--- config.mk ---
export PLATFORM = sky130hd
export DESIGN_NAME = rail_enable_gating_logic
export DESIGN_NICKNAME = d
export VERILOG_FILES = /design/src/hdl/rail_enable_pkg.sv /design/src/hdl/edge_delay_if.sv /design/src/hdl/edge_delay_filter.sv /design/src/hdl/rail_enable_gating_logic.sv
export SDC_FILE = /design/constraint.sdc
export NUM_CORES = 1
export LEC_CHECK = 0
export ABC_CLOCK_PERIOD_IN_PS = 3290
export BUFFER_PORTS_ARGS = -buffer_cell sky130_fd_sc_hd__buf_2
export CAP_MARGIN = 20
export CORE_MARGIN = 2
export CORE_UTILIZATION = 45
export CTS_CLUSTER_SIZE = 12
export DETAILED_ROUTE_END_ITERATION = 6
export MAX_ROUTING_LAYER = met4
export PLACE_DENSITY = 0.69
export SYNTH_ARGS = -nofsm -noshare
export SYNTH_HDL_FRONTEND = slang
export SYNTH_SLANG_ARGS = --single-unit
--- constraint.sdc ---
create_clock -name sys_clk -period 3.29 [get_ports sys_clk]
set_input_delay 0.658 -clock sys_clk [delete_from_list [all_inputs] [get_ports sys_clk]]
set_output_delay 0.658 -clock sys_clk [all_outputs]
set_load 0.005 [all_outputs]
--- src/hdl/rail_enable_pkg.sv ---
package rail_enable_pkg;

   // Register offsets
   localparam logic [7:0] MASKS_OFFSET         = 8'h25;
   localparam logic [7:0] PIN_THRESH_OFFSET    = 8'h26;
   localparam logic [7:0] EDGE_DELAYS_OFFSET   = 8'h27;

   // Reset values
   localparam logic [7:0] MASKS_RESET          = 8'h00;
   localparam logic [7:0] PIN_THRESH_RESET     = 8'h00;
   localparam logic [7:0] EDGE_DELAYS_RESET    = 8'h00;

   // Field positions
   localparam int MASK_STEP_DOWN_LSB            = 0;
   localparam int MASK_STEP_DOWN_SIX_BIT        = 5;
   localparam int MASK_FIRST_A_SWITCH_BIT       = 6;
   localparam int MASK_SECOND_LDO_BIT           = 7;
   localparam int MASK_THIRD_LDO_BIT            = 0;
   localparam int MASK_FIRST_B_SWITCH_BIT       = 1;
   localparam int SOURCE_SELECT_LSB             = 2;
   localparam int THRESHOLD_SELECT_LSB          = 5;
   localparam int RISE_DELAY_LSB                = 0;
   localparam int FALL_DELAY_LSB                = 3;

   // Enable source codes
   typedef enum logic [2:0] {
      SRC_INPUT_ONE   = 3'h0,
      SRC_INPUT_TWO   = 3'h1,
      SRC_INPUT_FIVE  = 3'h2,
      SRC_INPUT_FOUR  = 3'h3,
      SRC_INPUT_THREE = 3'h4,
      SRC_THREE_FOUR  = 3'h5,
      SRC_INPUT_SIX   = 3'h6,
      SRC_ALWAYS_ON   = 3'h7
   } source_select_t;

   // Timing
   localparam int CLOCK_HZ        = 25_000_000;
   localparam int DELAY_UNIT_MS   = 2;
   localparam int UNIT_CYCLES     = CLOCK_HZ / 1000 * DELAY_UNIT_MS;

endpackage

--- src/hdl/edge_delay_if.sv ---
`timescale 1ns/100ps
interface edge_delay_if;
   logic       raw_enable;
   logic [2:0] rise_code;
   logic [2:0] fall_code;
   logic       delayed_enable;
   modport owner  (output raw_enable, output rise_code, output fall_code,
                   input delayed_enable);
   modport filter (input raw_enable, input rise_code, input fall_code,
                   output delayed_enable);
endinterface : edge_delay_if

--- src/hdl/edge_delay_filter.sv ---
`timescale 1ns/100ps
module edge_delay_filter
   import rail_enable_pkg::*;
#(
   parameter int UNIT_CYCLES_P = UNIT_CYCLES
) (
   input  wire logic sys_clk,
   input  wire logic sys_rst,
   edge_delay_if.filter dly
);
   logic [5:0]  units_needed;
   logic [5:0]  units_q;
   logic [31:0] tick_q;
   logic        out_q;
   logic        pending;

   // Delay in 2 ms units for the edge now waiting
   function automatic logic [5:0] rise_units(input logic [2:0] c);
      case (c)
         3'h0: rise_units = 6'h00;
         3'h1: rise_units = 6'h01;
         3'h2: rise_units = 6'h02;
         3'h3: rise_units = 6'h04;
         3'h4: rise_units = 6'h08;
         3'h5: rise_units = 6'h0C;
         3'h6: rise_units = 6'h10;
         default: rise_units = 6'h20;
      endcase
   endfunction

   function automatic logic [5:0] fall_units(input logic [2:0] c);
      case (c)
         3'h0: fall_units = 6'h00;
         3'h1: fall_units = 6'h01;
         3'h2: fall_units = 6'h02;
         3'h3: fall_units = 6'h04;
         3'h4: fall_units = 6'h08;
         3'h5: fall_units = 6'h0C;
         3'h6: fall_units = 6'h10;
         default: fall_units = 6'h20;
      endcase
   endfunction

   assign pending = dly.raw_enable != out_q;
   assign units_needed = dly.raw_enable ? rise_units(dly.rise_code)
                                        : fall_units(dly.fall_code);

   // Timebase counts whole 2 ms units while an edge waits
   always_ff @(posedge sys_clk) begin
      if (sys_rst || !pending) begin
         tick_q  <= '0;
         units_q <= '0;
      end else if (tick_q == 32'(UNIT_CYCLES_P - 1)) begin
         tick_q  <= '0;
         units_q <= units_q + 6'h01;
      end else begin
         tick_q  <= tick_q + 32'h1;
      end
   end

   // Edge passes once the programmed delay has run out
   always_ff @(posedge sys_clk) begin
      if (sys_rst) begin
         out_q <= 1'b0;
      end else if (pending && units_q >= units_needed) begin
         out_q <= dly.raw_enable;
      end
   end

   assign dly.delayed_enable = out_q;
endmodule : edge_delay_filter

--- src/hdl/rail_enable_gating_logic.sv ---
// Operation
// - Mask bits 0 to 4 drop step-down rails one to five power-good when 1.
// - Mask bits 7, 6, 5 drop second LDO, first A switch, step-down six.
// - Bit 1 of the second register drops first B switch power-good when 1.
// - Bit 0 of the second register drops third LDO power-good when 1.
// - Bits 6:5 of the second register drive the threshold code out.
// - Source code picks control input 1, 2, 5, 4, 3 or 6.
// - Source code 101 needs inputs 3 and 4 both high.
// - Source code 111 enables with no input.
// - Falling delay codes give 0, 2, 4, 8, 16, 24, 32 and 64 ms.
// - Rising delay codes give 0, 2, 4, 8, 16, 24, 32 and 64 ms.
// - Each delay need only be within ten percent of nominal.
`timescale 1ns/100ps
module rail_enable_gating_logic
   import rail_enable_pkg::*;
#(
   parameter int UNIT_CYCLES_P = UNIT_CYCLES
) (
   input  wire logic       sys_clk,
   input  wire logic       sys_rst,
   input  wire logic [7:0] reg_addr,
   input  wire logic [7:0] reg_wdata,
   input  wire logic       reg_write,
   output logic [7:0]      reg_rdata,
   input  wire logic [5:0] control_input,
   input  wire logic [5:0] step_down_power_good,
   input  wire logic       first_a_switch_power_good,
   input  wire logic       first_b_switch_power_good,
   input  wire logic       second_ldo_power_good,
   input  wire logic       third_ldo_power_good,
   output logic [1:0]      pair_good_threshold_select,
   output logic            switch_ldo_pair_enable
);
   logic [7:0]     masks_q;
   logic [7:0]     pin_thresh_q;
   logic [7:0]     delays_q;
   logic [7:0]     rdata_d;
   logic [7:0]     rdata_q;
   logic           selected;
   logic           goods_ok;
   logic           enable_q;
   logic [7:0]     good_vec;
   logic [7:0]     good_pass;
   source_select_t source;

   edge_delay_if dly ();

   // Register writes
   always_ff @(posedge sys_clk) begin
      if (sys_rst) begin
         masks_q      <= MASKS_RESET;
         pin_thresh_q <= PIN_THRESH_RESET;
         delays_q     <= EDGE_DELAYS_RESET;
      end else if (reg_write) begin
         case (reg_addr)
            MASKS_OFFSET:       masks_q      <= reg_wdata;
            PIN_THRESH_OFFSET:  pin_thresh_q <= reg_wdata;
            EDGE_DELAYS_OFFSET: delays_q     <= reg_wdata;
            default: ;
         endcase
      end
   end

   // Register reads, unmapped offsets read zero
   always_comb begin
      case (reg_addr)
         MASKS_OFFSET:       rdata_d = masks_q;
         PIN_THRESH_OFFSET:  rdata_d = pin_thresh_q;
         EDGE_DELAYS_OFFSET: rdata_d = delays_q;
         default:            rdata_d = 8'h00;
      endcase
   end

   always_ff @(posedge sys_clk) begin
      if (sys_rst) begin
         rdata_q <= 8'h00;
      end else begin
         rdata_q <= rdata_d;
      end
   end

   assign reg_rdata = rdata_q;

   // Threshold code to the comparator
   always_ff @(posedge sys_clk) begin
      if (sys_rst) begin
         pair_good_threshold_select <= 2'h0;
      end else begin
         pair_good_threshold_select <=
            pin_thresh_q[THRESHOLD_SELECT_LSB +: 2];
      end
   end

   // Enable source multiplexer
   assign source = source_select_t'(pin_thresh_q[SOURCE_SELECT_LSB +: 3]);

   always_comb begin
      case (source)
         SRC_INPUT_ONE:   selected = control_input[0];
         SRC_INPUT_TWO:   selected = control_input[1];
         SRC_INPUT_FIVE:  selected = control_input[4];
         SRC_INPUT_FOUR:  selected = control_input[3];
         SRC_INPUT_THREE: selected = control_input[2];
         SRC_THREE_FOUR:  selected = control_input[2] & control_input[3];
         SRC_INPUT_SIX:   selected = control_input[5];
         SRC_ALWAYS_ON:   selected = 1'b1;
         default:         selected = 1'b0;
      endcase
   end

   assign dly.raw_enable = selected;
   assign dly.rise_code  = delays_q[RISE_DELAY_LSB +: 3];
   assign dly.fall_code  = delays_q[FALL_DELAY_LSB +: 3];

   edge_delay_filter #(
      .UNIT_CYCLES_P (UNIT_CYCLES_P)
   ) u_delay (
      .sys_clk (sys_clk),
      .sys_rst (sys_rst),
      .dly     (dly.filter)
   );

   // Power-good masking, a set mask bit forces that term true
   assign good_vec = {second_ldo_power_good, first_a_switch_power_good,
                      step_down_power_good};
   genvar g;
   generate
      for (g = 0; g < 8; g++) begin : g_mask
         assign good_pass[g] = good_vec[g] | masks_q[g];
      end
   endgenerate

   assign goods_ok = &good_pass
      & (first_b_switch_power_good
         | pin_thresh_q[MASK_FIRST_B_SWITCH_BIT])
      & (third_ldo_power_good | pin_thresh_q[MASK_THIRD_LDO_BIT]);

   always_ff @(posedge sys_clk) begin
      if (sys_rst) begin
         enable_q <= 1'b0;
      end else begin
         enable_q <= dly.delayed_enable & goods_ok;
      end
   end

   assign switch_ldo_pair_enable = enable_q;
endmodule : rail_enable_gating_logic

* After elaboration in Yosys (flattened, before gate mapping) *
Index checks and enable logic that the tools add are counted.

word-level totals
  bits in registers = 74
  bits in latches = 0
  memory bits (writable) = 0
  ROM bits = 0
  input bits = 35
  output and inout bits = 11
  word-level logic and storage cells = 66
  memories = 0

cells by class
  $add $sub $neg = 2
  multiply operators = 0
  div/mod/pow operators = 0
  order comparisons = 1
  equal/unequal tests = 24
  shifts and indexed selects = 0
  mux-type cells = 5
  bitwise gates (word level) = 14
  reductions and logical operators = 11

operator list
  kind                   number
  $pmux 6 s7             2
  $add 32x1->32 const B  1
  $eq 32x16->1 const B   1
  $eq 3x3->1 const B     10
  $eq 8x6->1 const B     3
  $pmux 8 s3             1
  $eq 3x2->1 const B     6
  $or 1x1->1             10
  $eq 3x1->1 const B     3
  $logic_not 3->1        3
  $pmux 1 s8             1
  $reduce_and 8->1       1
  $add 6x1->6 const B    1
  $ge 6x6->1             1
  $mux 6                 1
  $reduce_and 2->1       3
  $and 1x1->1            4
  $reduce_or 2->1        1
  $logic_and 1x1->1      1
  $logic_not 1->1        1
  $logic_or 1x1->1       1
  $ne 1x1->1             1

* Depth between registers and ports, before layout *
Gate-level depths: netlist of the first run.

  depth after elaboration = 6
  depth in mapped cells = 12
  mapped depth without buffers = 11

* Hierarchy *
A second synthesis of the first run with hierarchy kept.

unflattened totals
  cell total of the unflattened synthesis = 417
  area, all modules = 3870.0 um2

modules (own cells, without submodules)
  module                    instances  cells each  area each (um2)  seq. area each (um2)
  edge_delay_filter         1          267         2304.7           780.7
  rail_enable_gating_logic  1          150         1565.3           700.7

* Worst setup path before layout of the first run *
No wires, ideal clock.

  kind = input -> register
  start = input control_input[5]
  end = register u_delay.out_q (netlist: u_delay.dly.delayed_enable)
  setup time = 0.121 ns
  arrival time = 3.124 ns
  required time = 3.169 ns
  path slack = 0.046 ns
  stages on the path = 12
  buffers on the path = 1
  cells stage by stage = o21ai_1 -> o31ai_1 -> a221oi_2 -> clkbuf_1 -> nand3_1 -> o21ai_0 -> ha_1 -> nand2b_1 -> a2111o_1 -> a31o_2 -> a21oi_1 -> mux2_2

on the way
  word-level cells in the longest chain between the ends = 4
  elaborated cells on any way between the ends = 5
  classes of those cells = order compare: 1; eq/ne: 1; mux: 2; reduce/logical: 1

ends and longest elaborated chain
  what                    line                            text
  start: declaration      rail_enable_gating_logic.sv:25  input wire logic [5:0] control_input,
  $pmux 1 s8 *            rail_enable_gating_logic.sv:98  case (source)
  $mux 6                  edge_delay_filter.sv:45         assign units_needed = dly.raw_enable ? rise_units(dly.rise_code)
  $ge 6x6->1              edge_delay_filter.sv:65         end else if (pending && units_q >= units_needed) begin
  $logic_and 1x1->1       edge_delay_filter.sv:65
  end signal: assignment  edge_delay_filter.sv:66         out_q <= dly.raw_enable;
  end: declaration        edge_delay_filter.sv:14         logic out_q;

Every way passes the cells marked *; elsewhere a longest branch is shown, timed or not.
A chain may end at the register's enable or synchronous reset.

* Worst setup path after layout of the first run *
  start = register pin_thresh_q[2]
  end = register u_delay.out_q (netlist: u_delay.dly.delayed_enable)

on the way
  word-level cells in the longest chain between the ends = 5
  elaborated cells on any way between the ends = 13
  classes of those cells = order compare: 1; eq/ne: 8; mux: 2; reduce/logical: 2

ends and longest elaborated chain
  what                                line                            text
  start: declaration                  rail_enable_gating_logic.sv:35  logic [7:0] pin_thresh_q;
  start signal: assignment            rail_enable_gating_logic.sv:57  PIN_THRESH_OFFSET: pin_thresh_q <= reg_wdata;
  $eq 3x3->1 (tied with other cells)  rail_enable_gating_logic.sv:98
  $pmux 1 s8 *                        rail_enable_gating_logic.sv:98
  $mux 6                              edge_delay_filter.sv:45
  $ge 6x6->1                          edge_delay_filter.sv:65
  $logic_and 1x1->1                   edge_delay_filter.sv:65

Marks and branches as above.

==> flow_summary.ini, run 1 <==
[sta]
drv_slew = 0
clock_skew_ps = 15.9
relSlewSlack = 0.604
tightest_slew_ps = 589
grt_setup_unrepaired = false
period_share = 0.911
setup_viol = 0
fin_crit_ps = 3000
finalHoldViolCount = 0
max_freq_mhz = 334

[final_layout]
stdcell_count = 562
layout_common_cells = 74 x dfxtp_1, 45 x buf_2, 39 x nor2_1, 35 x nand2_1, 26 x nor3_1
final_area_um2 = 4160
final_nets = 498
antenna_cells = 0
final_layout_size_suffix_gt1_frac = 0.220
layout_commonest_cell = dfxtp_1
area_growth_syn_to_layout_pct = 15.4

[die]
die_area_um2 = 8740
die_w_um = 93.5
die_y_um = 93.5
design.core.area_um2 = 7730
num_rows = 32
initial_core_util = 0.466
ios = 46

[placement]
place_congestion = 0.830
place_inst = 546
dpl_cell_area_um2 = 3950
hpwlAfterDp_mm = 5.59
port_buffers = 45

[route]
antenna_left = 0
wl_mm = 7.83
avgRoutedWirePerCell_um = 13.9
drtIter0Drc = 105
dr.pass1.iters = 4
drcViolationCount = 0
via_per_inst = 5.42
vias = 3047

[power]
vdd_drop_max_mv = 0.221
powerDensity_nw_per_um2 = 412
p_leak_nw = 1.55

[synth]
ys_seq_area_frac = 0.411
syn_nets = 451
synth_flop_cell = dfxtp_1
yosys_register_bits = 74
syn_inst = 408
yosys_warnings = 0
syn_avg_cell_area_um2 = 8.84
synthArstFlopShare = 0
synth_cell_type_count = 44
synth_enable_flop_cells = 0
syn_area_um2 = 3600

[global_route]
grt_antenna_before_repair = 0
grt_overflow = 0
grt_use_total = 0.195
grt_pass1_vias = 2843
grt_first_pass_wirelength_mm = 13.2
grt_max_degree = 31

[critical_path]
crit_fanout = 9
cp_data_arrival_time_ps = 3230
critPathLaunchType = flip-flop
end_kind = flip-flop
worst_path_most_repeated_cell = a21oi_1
criticalPathCategory = flip-flop to flip-flop
crit_path_top_delay_cell = dfxtp_1
cp.required_ps = 3530
cp_cell_sequence = nor2b_1 -> o31ai_1 -> a221oi_2 -> buf_4 -> nor3b_1 -> a21oi_1 -> ha_1 -> a2111o_1 -> a31o_2 -> a21oi_1 -> mux2_2
max_stage_delay_ps = 450
r2r_setup_slack_ps = 290

[cts]
htreeDepth = 3
clk_latency_ps = 360
cts_sinks = 74
cts_max_path_buffers = 2
cts_resized = 0
cts_tree = built
cts.clk_slew.worst_paths_ps = 90
cts_hold_buffers = 0
cts_root_buf = clkbuf_8
cts_buffers = 9
cts_setup_buffers = 0

[run]
cap_violations = 0

[hold_path]
hold_path_class = flip-flop to flip-flop

[outcome]
status = completed
[path summary, 6_finish.rpt]
check	start	end	cells after the start
worst max-delay path	pin_thresh_q[2]$_SDFFE_PP0P_	u_delay.dly.delayed_enable$_SDFFE_PP0P_	11
worst min-delay path	delays_q[6]$_SDFFE_PP0P_	delays_q[6]$_SDFFE_PP0P_	2
worst min register to register	delays_q[6]$_SDFFE_PP0P_	delays_q[6]$_SDFFE_PP0P_	2
worst max register to register	pin_thresh_q[2]$_SDFFE_PP0P_	u_delay.dly.delayed_enable$_SDFFE_PP0P_	11
[power breakdown]
group          internal [W]  switching [W]
Combinational     0.0000311      0.0000472
Clock              0.000379       0.000358
Sequential         0.000898     0.00000247
[worst max-delay path: cells and delay by family (launching register included)]
kind	cells	cell delay [ps]
AOI/OAI and AO/OA	6	1350
DFF	1	450
muxes	1	340
buffers and inverters	1	260
adders and majority gates	1	250
and+or+nand+nor	2	240
[through the flow]
stage | setup TNS (ps) | hold WS, ps | worst slack (ps) | util | power [W]
finish | 0 | 481 | 294 | 0.539 | 0.00172
global route | 0 | 512 | 60.1 | 0.539 | 0.00178
CTS | 0 | 477 | 261 | 0.539 | 0.00173
detailed placement | -16.2 | 465 | -16.2 | 0.511 | 0.000999
global placement | 0 | 458 | 80.6 | 0.511 | 0.000999
floorplan | 0 | 450 | 45.7 | - | 0.000964
[sequential cells by signal, indices dropped and copies added, names as in the netlist, 2 cells and up]
register,cells
delays_q,8
pin_thresh_q,8
masks_q,8
u_delay.units_q,6
u_delay.tick_q,32
pair_good_threshold_select,2
reg_rdata,8
[Yosys cell counts (2+ instances only)]
cell / number / area share
a21oi_1: 21 / 0.029
a22oi_1: 8 / 0.017
and3_1: 4 / 0.0069
and4_1: 3 / 0.0073
buf_2: 4 / 0.0056
buf_4: 2 / 0.0042
buf_6: 2 / 0.0062
clkbuf_1: 12 / 0.012
dfxtp_1: 74 / 0.41
ha_1: 8 / 0.028
inv_1: 7 / 0.0073
mux2_2: 9 / 0.028
mux2i_1: 11 / 0.031
nand2_1: 35 / 0.036
nand2b_1: 3 / 0.0052
nand3_1: 16 / 0.022
nand4_1: 15 / 0.026
nand4b_1: 2 / 0.0049
nor2_1: 39 / 0.041
nor2b_1: 8 / 0.014
nor3_1: 26 / 0.036
nor3_2: 11 / 0.031
nor3b_1: 3 / 0.0062
nor4_1: 7 / 0.012
nor4_4: 2 / 0.012
o21ai_0: 22 / 0.031
o22ai_1: 4 / 0.0069
xnor2_1: 10 / 0.024
xor2_1: 25 / 0.061
[metal layers]
| layer | vias to the layer above | part of all wire | routed length, um | global-route usage |
|---|---|---|---|---|
| li1 | 1559 | - | - | - |
| met1 | 1440 | 0.47 | 3640 | 0.244 |
| met2 | 46 | 0.50 | 3890 | 0.314 |
| met3 | 2 | 0.033 | 256 | 0.0387 |
| met4 | 0 | 0.0051 | 40 | 0.0662 |
| met5 | - | 0 | 0 | - |
[cells by family after synthesis]
family          share of synthesized area
buf+inv                            0.0368
fa+ha+maj                          0.0278
simple gates                        0.278
xor+xnor                           0.0850
mux                                0.0587
compound gates                      0.103
flops                               0.411
[final cells by class]
cell class | count | area [um^2]
Fill cell | 740 | 3570
Clock buffer | 10 | 138
Sequential cell | 74 | 1480
Inverter | 8 | 30.0
Clock inverter | 6 | 73.8
Tap cell | 102 | 128
Multi-Input combinational cell | 306 | 2000
Timing Repair Buffer | 56 | 308
Note: power is estimated with default switching activity, not from simulation.
==> inputs of run 2 (changes only) <==
Settings changed: ABC_AREA set to 0, CORE_ASPECT_RATIO set to 0.7.
==> flow_summary.ini, run 2 (synthesis gave the netlist of run 1 again) <==
[sta]
tns_ps = 0
fin_crit_ps = 3090
relSlewSlack = 0.546
holdWs_ps = 491
grt_setup_unrepaired = false
clock_skew_ps = 7.42
finalWorstSetupSlack_ps = 197
period_share = 0.940
tightest_slew_ps = 677
drv_slew = 0
finalHoldViolCount = 0
max_freq_mhz = 323
setup_viol = 0

[cts]
cts_buffers = 9
cts_setup_buffers = 0
cts_resized = 0
cts_sinks = 74
cts.clk_slew.worst_paths_ps = 60
clk_latency_ps = 330
cts_hold_buffers = 0
htreeDepth = 3
cts_root_buf = clkbuf_16
cts_max_path_buffers = 2
cts_tree = built

[final_layout]
largest_register = u_delay.tick_q
nFillCells = 708
layout_commonest_cell = dfxtp_1
area_growth_syn_to_layout_pct = 17.8
antenna_cells = 0
largest_register_ffs = 32
finish.utilization = 0.544
final_nets = 496
final_area_um2 = 4250
final_layout_size_suffix_gt1_frac = 0.216
layout_common_cells = 74 x dfxtp_1, 45 x buf_2, 39 x nor2_1, 35 x nand2_1, 26 x nor3_1

[route]
wl_mm = 8.41
vias = 3087
avgRoutedWirePerCell_um = 15.0
dr.pass1.iters = 5
via_per_inst = 5.52
antenna_left = 0
drtIter0Drc = 232
drcViolationCount = 0

[power]
p_sw_w = 0.000425
pwr-share-seq = 0.454
p_clk_frac = 0.506
p_leak_nw = 1.58
p_comb_frac = 0.040
vdd_drop_max_mv = 0.245
powerDensity_nw_per_um2 = 467
swShare = 0.214
internal-power_w = 0.00156

[placement]
port_buffers = 45
hpwlAfterDp_mm = 6.10
dpl_cell_area_um2 = 3930
place_congestion = 0.916
dp_slack_ps = 26.7

[global_route]
grt_use_total = 0.201
grt_pass1_vias = 2808
grt_overflow = 0
grt_max_degree = 39
grt_first_pass_wirelength_mm = 13.8
grt_antenna_before_repair = 0

[critical_path]
r2r_end = u_delay.dly.delayed_enable$_SDFFE_PP0P_
reg2reg_depth = 12
end_kind = flip-flop
reg2reg_from = pin_thresh_q[2]$_SDFFE_PP0P_
cp_data_arrival_time_ps = 3310
crit_path_end = u_delay.dly.delayed_enable$_SDFFE_PP0P_
criticalPathCategory = flip-flop to flip-flop
r2r_setup_slack_ps = 200
crit_path_top_delay_cell = dfxtp_1
critPathLaunchType = flip-flop
crit_start = pin_thresh_q[2]$_SDFFE_PP0P_
cp_cell_sequence = mux2i_1 -> nor3_1 -> a221oi_2 -> buf_4 -> nand3_1 -> o21ai_0 -> ha_1 -> nand2b_1 -> a2111o_1 -> a31o_2 -> a21oi_1 -> mux2_2
max_stage_delay_ps = 500
cp.required_ps = 3510
crit_fanout = 8

[run]
cap_violations = 0

[die]
die_area_um2 = 8750
die_y_um = 78.9
initial_core_util = 0.462
num_rows = 27
ios = 46
die_w_um = 111
design.core.area_um2 = 7800

[outcome]
status = completed

[hold_path]
hold_path_class = flip-flop to flip-flop
run 2: cell types whose count changed in the layout (fill, tap and decap cells not counted):
| cell | delta |
|---|---|
| buf_4 | -2 |
| clkinvlp_4 | +3 |
| clkbuf_16 | +9 |
| clkinv_4 | -4 |
| clkbuf_8 | -8 |
run 2: area by class of cell:
cell class                      instances  area (um^2)  area share
Sequential cell                        74         1480       0.349
Timing Repair Buffer                   54          293      0.0689
Tap cell                              101          126      0.0297
Clock inverter                          5         61.3      0.0144
Multi-Input combinational cell        306         2000       0.472
Clock buffer                           11          253      0.0595
Inverter                                8         30.0     0.00707
run 2: through the flow:
step | total power (W) | std cells
global placement | 0.000997 | 543
CTS | 0.00201 | 559
global route | 0.00205 | 559
floorplan | 0.000964 | 408
finish | 0.00198 | 559
detailed placement | 0.000999 | 543
run 2: worst max-delay path: cells and delay by family, from the launching register on:
family          cells  cell delay (ps)
buf+inv             1              190
mux                 2              650
flops               1              500
simple gates        3              320
fa+ha+maj           1              250
compound gates      5             1070
run 2: worst min path at each step:
stage                                 start                                       end  cells after the start
2_1_floorplan      delays_q[6]$_SDFFE_PP0P_                  delays_q[6]$_SDFFE_PP0P_                      2
3_3_place_gp       delays_q[6]$_SDFFE_PP0P_                  delays_q[6]$_SDFFE_PP0P_                      2
3_5_place_dp       delays_q[6]$_SDFFE_PP0P_                  delays_q[6]$_SDFFE_PP0P_                      2
4_1_cts            delays_q[6]$_SDFFE_PP0P_                  delays_q[6]$_SDFFE_PP0P_                      2
5_1_grt        pin_thresh_q[6]$_SDFFE_PP0P_  pair_good_threshold_select[1]$_SDFF_PP0_                      1
6_report           delays_q[6]$_SDFFE_PP0P_                  delays_q[6]$_SDFFE_PP0P_                      2
run 2: power by group through the flow:
stage	combinational, W	clock [W]	sequential (W)
after global placement	0.0000765	0	0.000921
after detailed placement	0.0000776	0	0.000921
final	0.0000786	0.00100	0.000901
after CTS	0.0000780	0.00103	0.000901
after floorplan	0.0000433	0	0.000920
after global routing	0.0000852	0.00107	0.000901
run 2: layer usage:
layer,up-vias,track usage,part of all wire
met2,80,0.265,0.41
met1,1449,0.299,0.52
met4,0,0.0663,0.012
met5,-,-,0
met3,10,0.0473,0.052
li1,1548,-,-
